## src/common/clc_pkg.sv

```systemverilog
package clc_pkg;

   // ----------------------------------------
   // bus geometry and register map
   // ----------------------------------------
   localparam int ADDR_W = 8;
   localparam int DATA_W = 32;
   localparam logic [7:0] OFF_CONTROL = 8'h00;
   localparam logic [7:0] OFF_POLARITY = 8'h04;
   localparam logic [7:0] OFF_SRC1 = 8'h08;
   localparam logic [7:0] OFF_SRC2 = 8'h0C;
   localparam logic [7:0] OFF_SRC3 = 8'h10;
   localparam logic [7:0] OFF_SRC4 = 8'h14;
   localparam logic [7:0] OFF_GATE1 = 8'h18;
   localparam logic [7:0] OFF_GATE2 = 8'h1C;
   localparam logic [7:0] OFF_GATE3 = 8'h20;
   localparam logic [7:0] OFF_GATE4 = 8'h24;
   localparam logic [7:0] OFF_STATUS = 8'h28;
   localparam logic [1:0] RESP_OKAY = 2'h0;
   localparam logic [1:0] RESP_SLVERR = 2'h2;

   // ----------------------------------------
   // fields and reset values
   // ----------------------------------------
   localparam logic [7:0] CTRL_RESET = 8'h00;
   localparam int POL_OUT_BIT = 7;
   localparam int STATUS_FLAG_BIT = 0;
   localparam int SEL_W = 6;
   localparam int GATE_COUNT = 4;
   localparam int SYNC_STAGES = 2;

   typedef enum logic [2:0] {
      FUNC_AND_OR = 3'b000,
      FUNC_OR_XOR = 3'b001,
      FUNC_AND = 3'b010,
      FUNC_SR = 3'b011,
      FUNC_D_SR = 3'b100,
      FUNC_D_R = 3'b101,
      FUNC_JK_R = 3'b110,
      FUNC_LATCH_SR = 3'b111
   } clc_func_t;

   typedef struct packed {
      logic cell_on;
      logic unused;
      logic cell_result;
      logic rise_irq_on;
      logic fall_irq_on;
      clc_func_t function_select;
   } clc_ctrl_t;

endpackage

```

## src/verilog/clc_sync.sv

```systemverilog
`timescale 1ns/1ns
module clc_sync #(
   parameter int WIDTH = 64
) (
   input wire logic aclk,
   input wire logic aresetn,
   input wire logic [WIDTH-1:0] async_in,
   output logic [WIDTH-1:0] sync_out
);

   // ----------------------------------------
   // two-flop synchroniser
   // ----------------------------------------
   // first stage feeds only the second one
   logic [WIDTH-1:0] meta_reg;
   logic [WIDTH-1:0] meta_next;
   logic [WIDTH-1:0] sync_reg;
   logic [WIDTH-1:0] sync_next;

   always_comb begin
      meta_next = async_in;
      sync_next = meta_reg;
   end

   always_ff @(posedge aclk) begin
      if (!aresetn) begin
         meta_reg <= '0;
         sync_reg <= '0;
      end else begin
         meta_reg <= meta_next;
         sync_reg <= sync_next;
      end
   end

   assign sync_out = sync_reg;

endmodule

```

## src/verilog/clc_gate.sv

```systemverilog
`timescale 1ns/1ns
module clc_gate (
   input wire logic [3:0] data,
   input wire logic [7:0] terms,
   input wire logic invert,
   output logic gate_out
);

   // ----------------------------------------
   // one data gate
   // ----------------------------------------
   logic [3:0] pass;
   logic any_term;

   always_comb begin
      for (int i = 0; i < 4; i++) begin
         // odd bit true term, even bit negated term
         pass[i] = (~terms[2*i+1] | data[i]) & (~terms[2*i] | ~data[i]);
      end
      any_term = |terms;
      // empty gate: level set by inversion alone
      gate_out = (any_term & (&pass)) ^ invert;
   end

endmodule

```

## src/verilog/clc_cell.sv

```systemverilog
// Local design decisions: the register offsets and the AXI4-Lite slave port.
`timescale 1ns/1ns
module clc_cell #(
   parameter int SRC_COUNT = 64
) (
   input wire logic aclk,
   input wire logic aresetn,
   input wire logic [clc_pkg::ADDR_W-1:0] awaddr,
   input wire logic awvalid,
   output logic awready,
   input wire logic [clc_pkg::DATA_W-1:0] wdata,
   input wire logic [3:0] wstrb,
   input wire logic wvalid,
   output logic wready,
   output logic [1:0] bresp,
   output logic bvalid,
   input wire logic bready,
   input wire logic [clc_pkg::ADDR_W-1:0] araddr,
   input wire logic arvalid,
   output logic arready,
   output logic [clc_pkg::DATA_W-1:0] rdata,
   output logic [1:0] rresp,
   output logic rvalid,
   input wire logic rready,
   input wire logic [SRC_COUNT-1:0] source_in,
   output logic cell_output_signal,
   output logic cell_irq_flag
);

   // ----------------------------------------
   // elaboration check
   // ----------------------------------------
   // six select bits reach at most 64 sources
   if (SRC_COUNT < 1 || SRC_COUNT > 64) begin : g_bad_count
      $error("clc_cell: SRC_COUNT must be 1 to 64");
   end

   // ----------------------------------------
   // declarations
   // ----------------------------------------
   logic aw_hold_reg;
   logic aw_hold_next;
   logic [clc_pkg::ADDR_W-1:0] aw_addr_reg;
   logic [clc_pkg::ADDR_W-1:0] aw_addr_next;
   logic w_hold_reg;
   logic w_hold_next;
   logic [7:0] w_byte_reg;
   logic [7:0] w_byte_next;
   logic w_lane_reg;
   logic w_lane_next;
   logic bvalid_reg;
   logic bvalid_next;
   logic [1:0] bresp_reg;
   logic [1:0] bresp_next;
   logic rvalid_reg;
   logic rvalid_next;
   logic [1:0] rresp_reg;
   logic [1:0] rresp_next;
   logic [clc_pkg::DATA_W-1:0] rdata_reg;
   logic [clc_pkg::DATA_W-1:0] rdata_next;
   logic do_write;
   logic wr_hit;
   logic rd_hit;
   logic [7:0] rd_byte;

   clc_pkg::clc_ctrl_t ctrl_reg;
   clc_pkg::clc_ctrl_t ctrl_next;
   logic out_invert_reg;
   logic out_invert_next;
   logic [3:0] gate_invert_reg;
   logic [3:0] gate_invert_next;
   logic [clc_pkg::SEL_W-1:0] src_sel_reg [4];
   logic [clc_pkg::SEL_W-1:0] src_sel_next [4];
   logic [7:0] gate_terms_reg [4];
   logic [7:0] gate_terms_next [4];

   logic [SRC_COUNT-1:0] src_sync;
   logic [3:0] data_in;
   logic [3:0] gate_val;
   logic clk_prev_reg;
   logic clk_prev_next;
   logic state_reg;
   logic state_next;
   logic out_reg;
   logic out_next;
   logic flag_reg;
   logic flag_next;
   logic logic_value;
   logic clk_rise;
   logic set_in;
   logic rst_in;
   logic rise_evt;
   logic fall_evt;
   logic flag_clear;

   // ----------------------------------------
   // axi4-lite write channel
   // ----------------------------------------
   assign awready = ~aw_hold_reg & ~bvalid_reg;
   assign wready = ~w_hold_reg & ~bvalid_reg;
   assign bvalid = bvalid_reg;
   assign bresp = bresp_reg;

   always_comb begin
      unique case ({aw_addr_reg[7:2], 2'b00})
         clc_pkg::OFF_CONTROL,
         clc_pkg::OFF_POLARITY,
         clc_pkg::OFF_SRC1,
         clc_pkg::OFF_SRC2,
         clc_pkg::OFF_SRC3,
         clc_pkg::OFF_SRC4,
         clc_pkg::OFF_GATE1,
         clc_pkg::OFF_GATE2,
         clc_pkg::OFF_GATE3,
         clc_pkg::OFF_GATE4,
         clc_pkg::OFF_STATUS: wr_hit = 1'b1;
         default: wr_hit = 1'b0;
      endcase
   end

   always_comb begin
      aw_hold_next = aw_hold_reg;
      aw_addr_next = aw_addr_reg;
      w_hold_next = w_hold_reg;
      w_byte_next = w_byte_reg;
      w_lane_next = w_lane_reg;
      bvalid_next = bvalid_reg;
      bresp_next = bresp_reg;
      // both halves present and no answer pending
      do_write = aw_hold_reg & w_hold_reg & ~bvalid_reg;
      if (awvalid && awready) begin
         aw_hold_next = 1'b1;
         aw_addr_next = awaddr;
      end
      if (wvalid && wready) begin
         w_hold_next = 1'b1;
         w_byte_next = wdata[7:0];
         w_lane_next = wstrb[0];
      end
      if (do_write) begin
         aw_hold_next = 1'b0;
         w_hold_next = 1'b0;
         bvalid_next = 1'b1;
         bresp_next = wr_hit ? clc_pkg::RESP_OKAY : clc_pkg::RESP_SLVERR;
      end else if (bvalid_reg && bready) begin
         bvalid_next = 1'b0;
      end
   end

   always_ff @(posedge aclk) begin
      if (!aresetn) begin
         aw_hold_reg <= 1'b0;
         aw_addr_reg <= '0;
         w_hold_reg <= 1'b0;
         w_byte_reg <= '0;
         w_lane_reg <= 1'b0;
         bvalid_reg <= 1'b0;
         bresp_reg <= clc_pkg::RESP_OKAY;
      end else begin
         aw_hold_reg <= aw_hold_next;
         aw_addr_reg <= aw_addr_next;
         w_hold_reg <= w_hold_next;
         w_byte_reg <= w_byte_next;
         w_lane_reg <= w_lane_next;
         bvalid_reg <= bvalid_next;
         bresp_reg <= bresp_next;
      end
   end

   // ----------------------------------------
   // control register
   // ----------------------------------------
   // registers are 8 bits wide: only byte lane 0 stores
   always_comb begin
      ctrl_next = ctrl_reg;
      if (do_write && w_lane_reg &&
          {aw_addr_reg[7:2], 2'b00} == clc_pkg::OFF_CONTROL) begin
         ctrl_next = clc_pkg::clc_ctrl_t'(w_byte_reg);
      end
      ctrl_next.unused = 1'b0;
      ctrl_next.cell_result = 1'b0;
   end

   always_ff @(posedge aclk) begin
      if (!aresetn) begin
         ctrl_reg <= clc_pkg::clc_ctrl_t'(clc_pkg::CTRL_RESET);
      end else begin
         ctrl_reg <= ctrl_next;
      end
   end

   // ----------------------------------------
   // polarity, source and gate registers
   // ----------------------------------------
   // no reset here: source, gate and gate-inversion settings survive every reset
   always_comb begin
      out_invert_next = out_invert_reg;
      gate_invert_next = gate_invert_reg;
      src_sel_next = src_sel_reg;
      gate_terms_next = gate_terms_reg;
      if (do_write && w_lane_reg) begin
         unique case ({aw_addr_reg[7:2], 2'b00})
            clc_pkg::OFF_POLARITY: begin
               out_invert_next = w_byte_reg[clc_pkg::POL_OUT_BIT];
               gate_invert_next = w_byte_reg[3:0];
            end
            clc_pkg::OFF_SRC1: src_sel_next[0] = w_byte_reg[5:0];
            clc_pkg::OFF_SRC2: src_sel_next[1] = w_byte_reg[5:0];
            clc_pkg::OFF_SRC3: src_sel_next[2] = w_byte_reg[5:0];
            clc_pkg::OFF_SRC4: src_sel_next[3] = w_byte_reg[5:0];
            clc_pkg::OFF_GATE1: gate_terms_next[0] = w_byte_reg;
            clc_pkg::OFF_GATE2: gate_terms_next[1] = w_byte_reg;
            clc_pkg::OFF_GATE3: gate_terms_next[2] = w_byte_reg;
            clc_pkg::OFF_GATE4: gate_terms_next[3] = w_byte_reg;
            default: begin
            end
         endcase
      end
   end

   always_ff @(posedge aclk) begin
      gate_invert_reg <= gate_invert_next;
      src_sel_reg <= src_sel_next;
      gate_terms_reg <= gate_terms_next;
   end

   // output inversion resets to zero, unlike the gate settings
   always_ff @(posedge aclk) begin
      if (!aresetn) begin
         out_invert_reg <= 1'b0;
      end else begin
         out_invert_reg <= out_invert_next;
      end
   end

   // ----------------------------------------
   // axi4-lite read channel
   // ----------------------------------------
   assign arready = ~rvalid_reg;
   assign rvalid = rvalid_reg;
   assign rdata = rdata_reg;
   assign rresp = rresp_reg;

   always_comb begin
      rd_hit = 1'b1;
      rd_byte = 8'h00;
      unique case ({araddr[7:2], 2'b00})
         clc_pkg::OFF_CONTROL: begin
            rd_byte = ctrl_reg;
            rd_byte[5] = out_reg;
         end
         clc_pkg::OFF_POLARITY:
            rd_byte = {out_invert_reg, 3'b000, gate_invert_reg};
         clc_pkg::OFF_SRC1: rd_byte = {2'b00, src_sel_reg[0]};
         clc_pkg::OFF_SRC2: rd_byte = {2'b00, src_sel_reg[1]};
         clc_pkg::OFF_SRC3: rd_byte = {2'b00, src_sel_reg[2]};
         clc_pkg::OFF_SRC4: rd_byte = {2'b00, src_sel_reg[3]};
         clc_pkg::OFF_GATE1: rd_byte = gate_terms_reg[0];
         clc_pkg::OFF_GATE2: rd_byte = gate_terms_reg[1];
         clc_pkg::OFF_GATE3: rd_byte = gate_terms_reg[2];
         clc_pkg::OFF_GATE4: rd_byte = gate_terms_reg[3];
         clc_pkg::OFF_STATUS: rd_byte = {7'h00, flag_reg};
         default: rd_hit = 1'b0;
      endcase
   end

   always_comb begin
      rvalid_next = rvalid_reg;
      rdata_next = rdata_reg;
      rresp_next = rresp_reg;
      if (arvalid && arready) begin
         rvalid_next = 1'b1;
         rdata_next = {24'h00_0000, rd_byte};
         rresp_next = rd_hit ? clc_pkg::RESP_OKAY : clc_pkg::RESP_SLVERR;
      end else if (rvalid_reg && rready) begin
         rvalid_next = 1'b0;
      end
   end

   always_ff @(posedge aclk) begin
      if (!aresetn) begin
         rvalid_reg <= 1'b0;
         rdata_reg <= '0;
         rresp_reg <= clc_pkg::RESP_OKAY;
      end else begin
         rvalid_reg <= rvalid_next;
         rdata_reg <= rdata_next;
         rresp_reg <= rresp_next;
      end
   end

   // ----------------------------------------
   // data selection and gating
   // ----------------------------------------
   // sources run off other clocks and pins: sample them first
   clc_sync #(
      .WIDTH(SRC_COUNT)
   ) u_src_sync (
      .aclk(aclk),
      .aresetn(aresetn),
      .async_in(source_in),
      .sync_out(src_sync)
   );

   always_comb begin
      for (int i = 0; i < 4; i++) begin
         // codes beyond the source count read as low
         if (int'(src_sel_reg[i]) < SRC_COUNT) begin
            data_in[i] = src_sync[src_sel_reg[i]];
         end else begin
            data_in[i] = 1'b0;
         end
      end
   end

   for (genvar g = 0; g < clc_pkg::GATE_COUNT; g++) begin : g_gate
      clc_gate u_gate (
         .data(data_in),
         .terms(gate_terms_reg[g]),
         .invert(gate_invert_reg[g]),
         .gate_out(gate_val[g])
      );
   end

   // ----------------------------------------
   // logic function
   // ----------------------------------------
   // flop modes step on aclk, so gate clocks must run no faster
   // than half the system clock to be seen
   always_comb begin
      clk_rise = gate_val[0] & ~clk_prev_reg;
      clk_prev_next = gate_val[0];
      set_in = gate_val[3];
      rst_in = gate_val[2];
      state_next = state_reg;
      logic_value = 1'b0;
      unique case (ctrl_reg.function_select)
         clc_pkg::FUNC_AND_OR:
            logic_value = (gate_val[0] & gate_val[1]) |
                          (gate_val[2] & gate_val[3]);
         clc_pkg::FUNC_OR_XOR:
            logic_value = (gate_val[0] | gate_val[1]) ^
                          (gate_val[2] | gate_val[3]);
         clc_pkg::FUNC_AND:
            logic_value = &gate_val;
         clc_pkg::FUNC_SR: begin
            // set side wins when both are high
            if (gate_val[0] | gate_val[1]) begin
               state_next = 1'b1;
            end else if (gate_val[2] | gate_val[3]) begin
               state_next = 1'b0;
            end
            logic_value = state_next;
         end
         clc_pkg::FUNC_D_SR: begin
            if (rst_in) begin
               state_next = 1'b0;
            end else if (set_in) begin
               state_next = 1'b1;
            end else if (clk_rise) begin
               state_next = gate_val[1];
            end
            logic_value = state_next;
         end
         clc_pkg::FUNC_D_R: begin
            if (rst_in) begin
               state_next = 1'b0;
            end else if (clk_rise) begin
               state_next = gate_val[1] & gate_val[3];
            end
            logic_value = state_next;
         end
         clc_pkg::FUNC_JK_R: begin
            if (rst_in) begin
               state_next = 1'b0;
            end else if (clk_rise) begin
               unique case ({gate_val[1], gate_val[3]})
                  2'b00: state_next = state_reg;
                  2'b01: state_next = 1'b0;
                  2'b10: state_next = 1'b1;
                  2'b11: state_next = ~state_reg;
               endcase
            end
            logic_value = state_next;
         end
         clc_pkg::FUNC_LATCH_SR: begin
            // transparent while gate 1 is low
            if (rst_in) begin
               state_next = 1'b0;
            end else if (set_in) begin
               state_next = 1'b1;
            end else if (!gate_val[0]) begin
               state_next = gate_val[1];
            end
            logic_value = state_next;
         end
      endcase
      if (!ctrl_reg.cell_on) begin
         state_next = 1'b0;
      end
      // disabled cell drives zero whatever the polarity
      out_next = ctrl_reg.cell_on & (logic_value ^ out_invert_reg);
   end

   always_ff @(posedge aclk) begin
      if (!aresetn) begin
         clk_prev_reg <= 1'b0;
         state_reg <= 1'b0;
         out_reg <= 1'b0;
      end else begin
         clk_prev_reg <= clk_prev_next;
         state_reg <= state_next;
         out_reg <= out_next;
      end
   end

   assign cell_output_signal = out_reg;

   // ----------------------------------------
   // edge detectors and sticky flag
   // ----------------------------------------
   always_comb begin
      rise_evt = ctrl_reg.rise_irq_on & out_next & ~out_reg;
      fall_evt = ctrl_reg.fall_irq_on & ~out_next & out_reg;
      flag_clear = do_write && w_lane_reg &&
                   w_byte_reg[clc_pkg::STATUS_FLAG_BIT] &&
                   {aw_addr_reg[7:2], 2'b00} == clc_pkg::OFF_STATUS;
      // a new edge outweighs a clear in the same cycle
      flag_next = (flag_reg & ~flag_clear) | rise_evt | fall_evt;
   end

   always_ff @(posedge aclk) begin
      if (!aresetn) begin
         flag_reg <= 1'b0;
      end else begin
         flag_reg <= flag_next;
      end
   end

   assign cell_irq_flag = flag_reg;

endmodule

```

## config.mk

```make
export PLATFORM = sky130hd
export DESIGN_NAME = clc_cell
export DESIGN_NICKNAME = d
export VERILOG_FILES = /design/src/common/clc_pkg.sv /design/src/verilog/clc_sync.sv /design/src/verilog/clc_gate.sv /design/src/verilog/clc_cell.sv
export SDC_FILE = /design/constraint.sdc
export NUM_CORES = 1
export LEC_CHECK = 0
export BUFFER_PORTS_ARGS = -buffer_cell sky130_fd_sc_hd__buf_4
export CORE_UTILIZATION = 45
export CTS_CLUSTER_DIAMETER = 30
export DETAILED_ROUTE_END_ITERATION = 10
export PLACE_DENSITY = 0.74
export SETUP_SLACK_MARGIN = 0.05
export SYNTH_ARGS = -nofsm -noshare
export SYNTH_HDL_FRONTEND = slang
export SYNTH_SLANG_ARGS = --single-unit
```

## constraint.sdc

```tcl
create_clock -name aclk -period 5.2 [get_ports aclk]
set_clock_uncertainty 0.05 [all_clocks]
set_input_delay 1.04 -clock aclk [delete_from_list [all_inputs] [get_ports aclk]]
set_output_delay 1.04 -clock aclk [all_outputs]
set_load 0.01 [all_outputs]
```

==> results by group, run 1 <==
Synthesis
  – Avg Synthesized Cell Area: about 11 um2
  – Netlist cell types: 73
  – Syn Inst Count: about 1000
  – Area share of the largest cell type after synthesis: approximately 31%
  – Sequential element share of the synthesized area: between 40% and 50%
  – Top_reg_cell synth: dfxtp_1
  – Post-synth EDFFs: 60
  – Mapped cell area: 10900 um2
  – Post-synth ARST share: 0%
  – Area leader, netlist: dfxtp_1
  – Top cells by area, synth: dfxtp_1 (31%), edfxtp_1 (17%), mux2i_1 (11%)
  – #FFs+latches synth: roughly 230
  – Ys Warns: 0

Pwr
  – Pint: 3.69 mW
  – Sw Ratio: between 20 and 25%
  – Power share of the sequential group: ~41%
  – Pleak: approximately 5.4 nW
  – Clock network fraction of total power: between 50% and 60%
  – Overall power: approximately 4.7 mW
  – Max rail drop VDD: approximately 0.34 mV
  – Combinational share of power: roughly 5%
  – Pwr Density: approximately 360 nW/um2
  – NetSw: around 1.1 mW

Timing
  – RSZ-0062 raised after global routing: false
  – Final Critical Period: roughly 4.7 ns
  – Slew HR: a little over a third
  – Least-Margin Pin Slew: ~0.97 ns
  – Setup TNS: 0 ns
  – Final hold viol count: 0
  – Setup violators final: 0
  – Final setup margin: approximately 0.46 ns
  – Fmax: 0.211 GHz
  – Final Max Tran Viols: 0
  – Crit share post-route: slightly above 90%

Layout
  – Synthesis-to-layout area growth: 21.5%
  – Ant. Diodes: 0
  – Sequential cell area: 5160 um2
  – Commonest non-fill, non-tap cell in the layout: dfxtp_1
  – Area of the multi-input gates: about 5300 um2
  – Most frequent cells in the layout: dfxtp_1 (168), and2_1 (139), buf_4 (122)
  – Final Cell Area: 13200 um2
  – Filler Cell Count: 2028
  – Final net count: about 1200
  – Share of cells above drive strength 1: between 10% and 20%

Setup path
  – Crit path DAT: about 5.1 ns
  – Endpoint class of the critical path: flip-flop
  – Crit-path max cell delay: 0.54 ns
  – Crit path kind: flip-flop to flip-flop
  – Cell Chain, Critical Path: nor2b_1 -> a22o_1 -> or4_1 -> o2111ai_2 -> mux2_1 -> a2111oi_2 -> and3_1 -> a31oi_1 -> or3_1 -> a32oi_1 -> o211ai_1 -> a311o_2 -> and3_1 -> a311oi_2
  – CP required: ~5.6 ns
  – CP max stage cell: edfxtp_1
  – Startpoint types: flip-flop
  – CP Max Fanout: 7
  – Most frequent CP cell: and3_1
  – Reg-to-reg slack, setup: approximately 0.46 ns

Global route
  – Largest net degree at the start of global routing: 111
  – Initial antenna violation count: 0
  – Grt total ovfl: 0
  – Vias in the first global route: ~8000
  – First-pass GRT wire length: between 40000 and 50000 um
  – Total track usage: between 20% and 30%

Clock tree
  – Num CTS Buffers: 40
  – CTS tree: built
  – Clock sink count: about 230
  – Clk Latency, worst-skew pair: roughly 0.52 ns
  – # H-tree levels: 2
  – CTS max path bufs: 3
  – # Post-CTS Setup Buffers: 0
  – Post-cts resize count: 0
  – Reg clk slew, reported paths: 0.05 ns
  – CTS Hold Bufs: 0
  – CTS root buf: clkbuf_16

Flow run
  – Max-Cap Viols: 0

Detailed routing
  – DR WL/cell: roughly 19 um
  – Antenna Nets Post-Route: 0
  – Via density: 5.61
  – Drc violations: 0
  – DR iter-0 viols: roughly 800
  – Detailed Route WL: roughly 28000 um
  – Vias after detailed routing: between 8000 and 9000
  – First-pass iteration count of the detailed router: 6

Placed design
  – Port Buffer Count: ~110
  – Detailed Place HPWL: ~20000 um
  – GP Congestion: 0.969
  – DP Worst Slack: roughly 0.54 ns
  – Placed cell area: about 12000 um2

Floorplan
  – IO Pins: 166
  – Die Ht: between 150 and 200 um
  – Die ar.: 24900 um2
  – Initial Util: between 40% and 50%
  – Core area: 23600 um2
  – Row count: 56
  – Chip Width: approximately 160 um

Worst hold path
  – Worst Hold Class: flip-flop to flip-flop

Run status
  – Outcome: completed
cell usage after synthesis, types with 10 or more instances:
cell / number
dfxtp_1: 168
a31oi_1: 11
o21ai_0: 18
nor2b_1: 29
a21oi_1: 19
edfxtp_1: 60
nand2_1: 65
nand2b_1: 11
nor4_1: 15
a22o_1: 11
clkbuf_1: 36
buf_4: 30
a22oi_1: 37
mux2i_1: 120
nand3_1: 14
and2_1: 139
mux4_1: 13
mux4_2: 10
inv_1: 14
a21boi_0: 12
nor2_1: 41
stage by stage:
stage	util, %	hold WS, ns	cells
CTS	56.1	0.378	1471
global placement	50.3	0.370	1398
global route	56.1	0.389	1471
detailed placement	50.3	0.368	1398
floorplan	-	0.362	1034
finish	56.1	0.377	1471
routing by layer:
layer | wire [um] | vias to the layer above | track usage, %
met1 | 12100 | 3883 | 30.7
met4 | 840 | 0 | 8.69
met3 | 2320 | 64 | 5.09
li1 | - | 3896 | -
met2 | 12600 | 410 | 35.7
met5 | 0 | - | 0
area by class of cell:
type / instances / area share (%)
Clock buffer: 46 / 7.96
Clock inverter: 27 / 2.32
Inverter: 14 / 0.397
Multi-Input combinational cell: 713 / 40.1
Sequential cell: 228 / 39.0
Tap cell: 319 / 3.01
Timing Repair Buffer: 124 / 7.22
final timing paths:
check             depth (start not counted)                                  to                                from
setup / recovery                         14            cell_irq_flag$_SDFF_PN0_           src_sel_reg[20]$_DFFE_PP_
hold / removal                            1  u_src_sync.sync_out[37]$_SDFF_PN0_  u_src_sync.meta_reg[37]$_SDFF_PN0_
setup reg to reg                         14            cell_irq_flag$_SDFF_PN0_           src_sel_reg[20]$_DFFE_PP_
hold reg to reg                           1  u_src_sync.sync_out[37]$_SDFF_PN0_  u_src_sync.meta_reg[37]$_SDFF_PN0_
critical path, delay by kind of cell (launching register included):
kind / cells / cell delay, ns
muxes: 1 / 0.38
AOI/OAI and AO/OA: 8 / 2.05
DFF: 1 / 0.54
and+or+nand+nor: 5 / 1.63
power groups by stage:
| stage | clock [mW] | combinational [mW] | sequential, mW |
|---|---|---|---|
| after floorplan | 0 | 0.155 | 1.95 |
| after global placement | 0 | 0.231 | 1.97 |
| after detailed placement | 0 | 0.234 | 1.97 |
| after CTS | 2.61 | 0.235 | 1.94 |
| after global routing | 2.70 | 0.261 | 1.95 |
| final | 2.57 | 0.234 | 1.94 |
kinds of logic after synthesis:
family | Yosys count | synth area share (%)
simple gates | 358 | 18.2
compound gates | 174 | 12.1
other cells | 1 | 0.0344
buf+inv | 93 | 4.81
mux | 155 | 17.5
flops | 228 | 47.4
(Power assumes the default switching activity.)
==> run 2, diff against run 1 <==
Settings changed: CORE_UTILIZATION 45 to 40, PLACE_DENSITY 0.74 to 0.68.
==> results by group, run 2 (same netlist as run 1, synthesis figures left out) <==
Clock tree
  – Clock sink count: 228 (unchanged)
  – CTS max path bufs: 3 (unchanged)
  – CTS root buf: clkbuf_16 (unchanged)
  – CTS Hold Bufs: 0 (unchanged)
  – CTS tree: built (unchanged)
  – Reg clk slew, reported paths: 0.05 ns (about the same)
  – Num CTS Buffers: 44 (was 40)
  – Clk Latency, worst-skew pair: 0.55 ns (was 0.52 ns)
  – # H-tree levels: 2 (unchanged)

Global route
  – Vias in the first global route: 7963 (was 7995)
  – Grt total ovfl: 0 (unchanged)
  – Total track usage: 20.6% (was 22.8%)
  – Initial antenna violation count: 0 (unchanged)
  – First-pass GRT wire length: 44800 um (was 43300 um)
  – Largest net degree at the start of global routing: 103 (was 111)

Setup path
  – CP delay by family, top: compound AO/OA/AOI/OAI gates (unchanged)
  – Most frequent CP cell: and3_1 (unchanged)
  – Crit path kind: flip-flop to flip-flop (unchanged)
  – Cell Chain, Critical Path: nor2b_1 -> buf_4 -> a22o_1 -> or4_1 -> o2111ai_2 -> mux2_1 -> a2111oi_4 -> and3_1 -> a31oi_1 -> nand4bb_1 -> a211oi_1 -> o31ai_2 -> a311o_2 -> and3_1 -> a311oi_2 (was nor2b_1 -> a22o_1 -> or4_1 -> o2111ai_2 -> mux2_1 -> a2111oi_2 -> and3_1 -> a31oi_1 -> or3_1 -> a32oi_1 -> o211ai_1 -> a311o_2 -> and3_1 -> a311oi_2)
  – CP max stage cell: edfxtp_1 (unchanged)
  – Startpoint types: flip-flop (unchanged)
  – CP Max Fanout: 7 (unchanged)
  – Reg2reg path depth: 15 (was 14)
  – Crit path depth: 15 (was 14)
  – Crit path DAT: 5.18 ns (was 5.11 ns)
  – Crit-path max cell delay: 0.51 ns (was 0.54 ns)
  – Endpoint class of the critical path: flip-flop (unchanged)
  – Number of buffers and inverters on the critical path: 1 (was 0)
  – CP required: 5.59 ns (was 5.57 ns)

Floorplan
  – Row count: 60 (was 56)
  – IO Pins: 166 (unchanged)
  – Core area: 26900 um2 (was 23600 um2)
  – Die Ht: 167 um (was 158 um)
  – Die ar.: 27900 um2 (was 24900 um2)
  – Initial Util: 40.6% (was 46.2%)
  – Chip Width: 167 um (was 158 um)

Timing
  – Final hold viol count: 0 (unchanged)
  – RSZ-0062 raised after global routing: false (unchanged)
  – Slew HR: 41.7% (was 34.9%)
  – Final Max Tran Viols: 0 (unchanged)
  – Least-Margin Pin Slew: 0.872 ns (was 0.974 ns)
  – Setup violators final: 0 (unchanged)
  – Setup TNS: 0 ns (unchanged)
  – Fmax: 0.209 GHz (was 0.211 GHz)
  – Crit share post-route: 92.2% (was 91.1%)
  – Worst hold slack: 0.376 ns (was 0.377 ns)
  – Final Critical Period: 4.80 ns (was 4.74 ns)

Detailed routing
  – Antenna Nets Post-Route: 0 (unchanged)
  – First-pass iteration count of the detailed router: 5 (was 6)
  – Via density: 5.52 (was 5.61)
  – DR WL/cell: 19.3 um (was 18.9 um)
  – Detailed Route WL: 29000 um (was 27900 um)
  – Vias after detailed routing: 8318 (was 8253)
  – DR iter-0 viols: 968 (was 804)
  – Drc violations: 0 (unchanged)

Pwr
  – Max rail drop VDD: 0.251 mV (was 0.344 mV)
  – Pwr Density: 368 nW/um2 (was 358 nW/um2)
  – Pleak: 5.52 nW (was 5.41 nW)

Flow run
  – Max-Cap Viols: 0 (unchanged)

Layout
  – Synthesis-to-layout area growth: 23.4% (was 21.5%)
  – Most frequent cells in the layout: dfxtp_1 (168), and2_1 (139), buf_4 (127) (was dfxtp_1 (168), and2_1 (139), buf_4 (122))
  – Commonest non-fill, non-tap cell in the layout: dfxtp_1 (unchanged)
  – Ant. Diodes: 0 (unchanged)
  – Final net count: 1253 (was 1244)
  – Share of cells above drive strength 1: 19.8% (was 18.7%)

Run status
  – Outcome: completed (unchanged)

Worst hold path
  – Worst Hold Class: flip-flop to flip-flop (unchanged)
  – Hold depth: 1 (unchanged)

Placed design
  – Port Buffer Count: 108 (unchanged)
  – Detailed Place HPWL: 20400 um (was 19700 um)
  – GP Congestion: 0.947 (was 0.969)
## run 2: final cells by class
cell class,count,area [um2]
Inverter,14,52.6
Clock inverter,25,270
Multi-Input combinational cell,713,5320
Timing Repair Buffer,129,993
Sequential cell,228,5160
Fill cell,2394,13400
Tap cell,341,427
Clock buffer,56,1230
## run 2: final timing paths
path | from | endpoint | slack, ns
worst max register to register | src_sel_reg[20]$_DFFE_PP_ | cell_irq_flag$_SDFF_PN0_ | 0.40
worst min-delay path | u_src_sync.meta_reg[17]$_SDFF_PN0_ | u_src_sync.sync_out[17]$_SDFF_PN0_ | 0.38
worst max-delay path | src_sel_reg[20]$_DFFE_PP_ | cell_irq_flag$_SDFF_PN0_ | 0.40
worst min register to register | u_src_sync.meta_reg[17]$_SDFF_PN0_ | u_src_sync.sync_out[17]$_SDFF_PN0_ | 0.38
## run 2: timing repair
action / 4_1_cts / 5_1_grt
setup endpoints to repair: 0 / 2
resized for setup: 0 / 1
hold endpoints to repair: 0 / 0
buffers inserted: 0 / 4
## run 2: report_power, final
part	switching [mW]	internal [mW]	total, mW
sequential	0.0507	1.89	1.94
combinational	0.109	0.128	0.237
clock	1.00	1.77	2.77
total	1.16	3.79	4.95
## run 2: metrics by stage
stage / instance area (um2) / cells / setup slack, ns / util (%) / total power, mW
2_1_floorplan: 11000 / 1034 / 1.00 / - / 2.11
3_3_place_gp: 11900 / 1421 / 0.334 / 44.3 / 2.21
3_5_place_dp: 11900 / 1421 / 0.253 / 44.3 / 2.21
4_1_cts: 13400 / 1502 / 0.220 / 49.9 / 4.99
5_1_grt: 13500 / 1506 / 0.181 / 50.1 / 5.12
6_report: 13500 / 1506 / 0.405 / 50.1 / 4.95
## run 2: layer usage
| layer | part of all wire [%] | track usage, % | vias up | wire, um |
|---|---|---|---|---|
| met5 | 0 | 0 | - | 0 |
| met3 | 8.3 | 4.54 | 62 | 2400 |
| met4 | 3.1 | 7.73 | 0 | 905 |
| met2 | 44 | 31.1 | 381 | 12700 |
| li1 | - | - | 3923 | - |
| met1 | 45 | 28.8 | 3952 | 13000 |
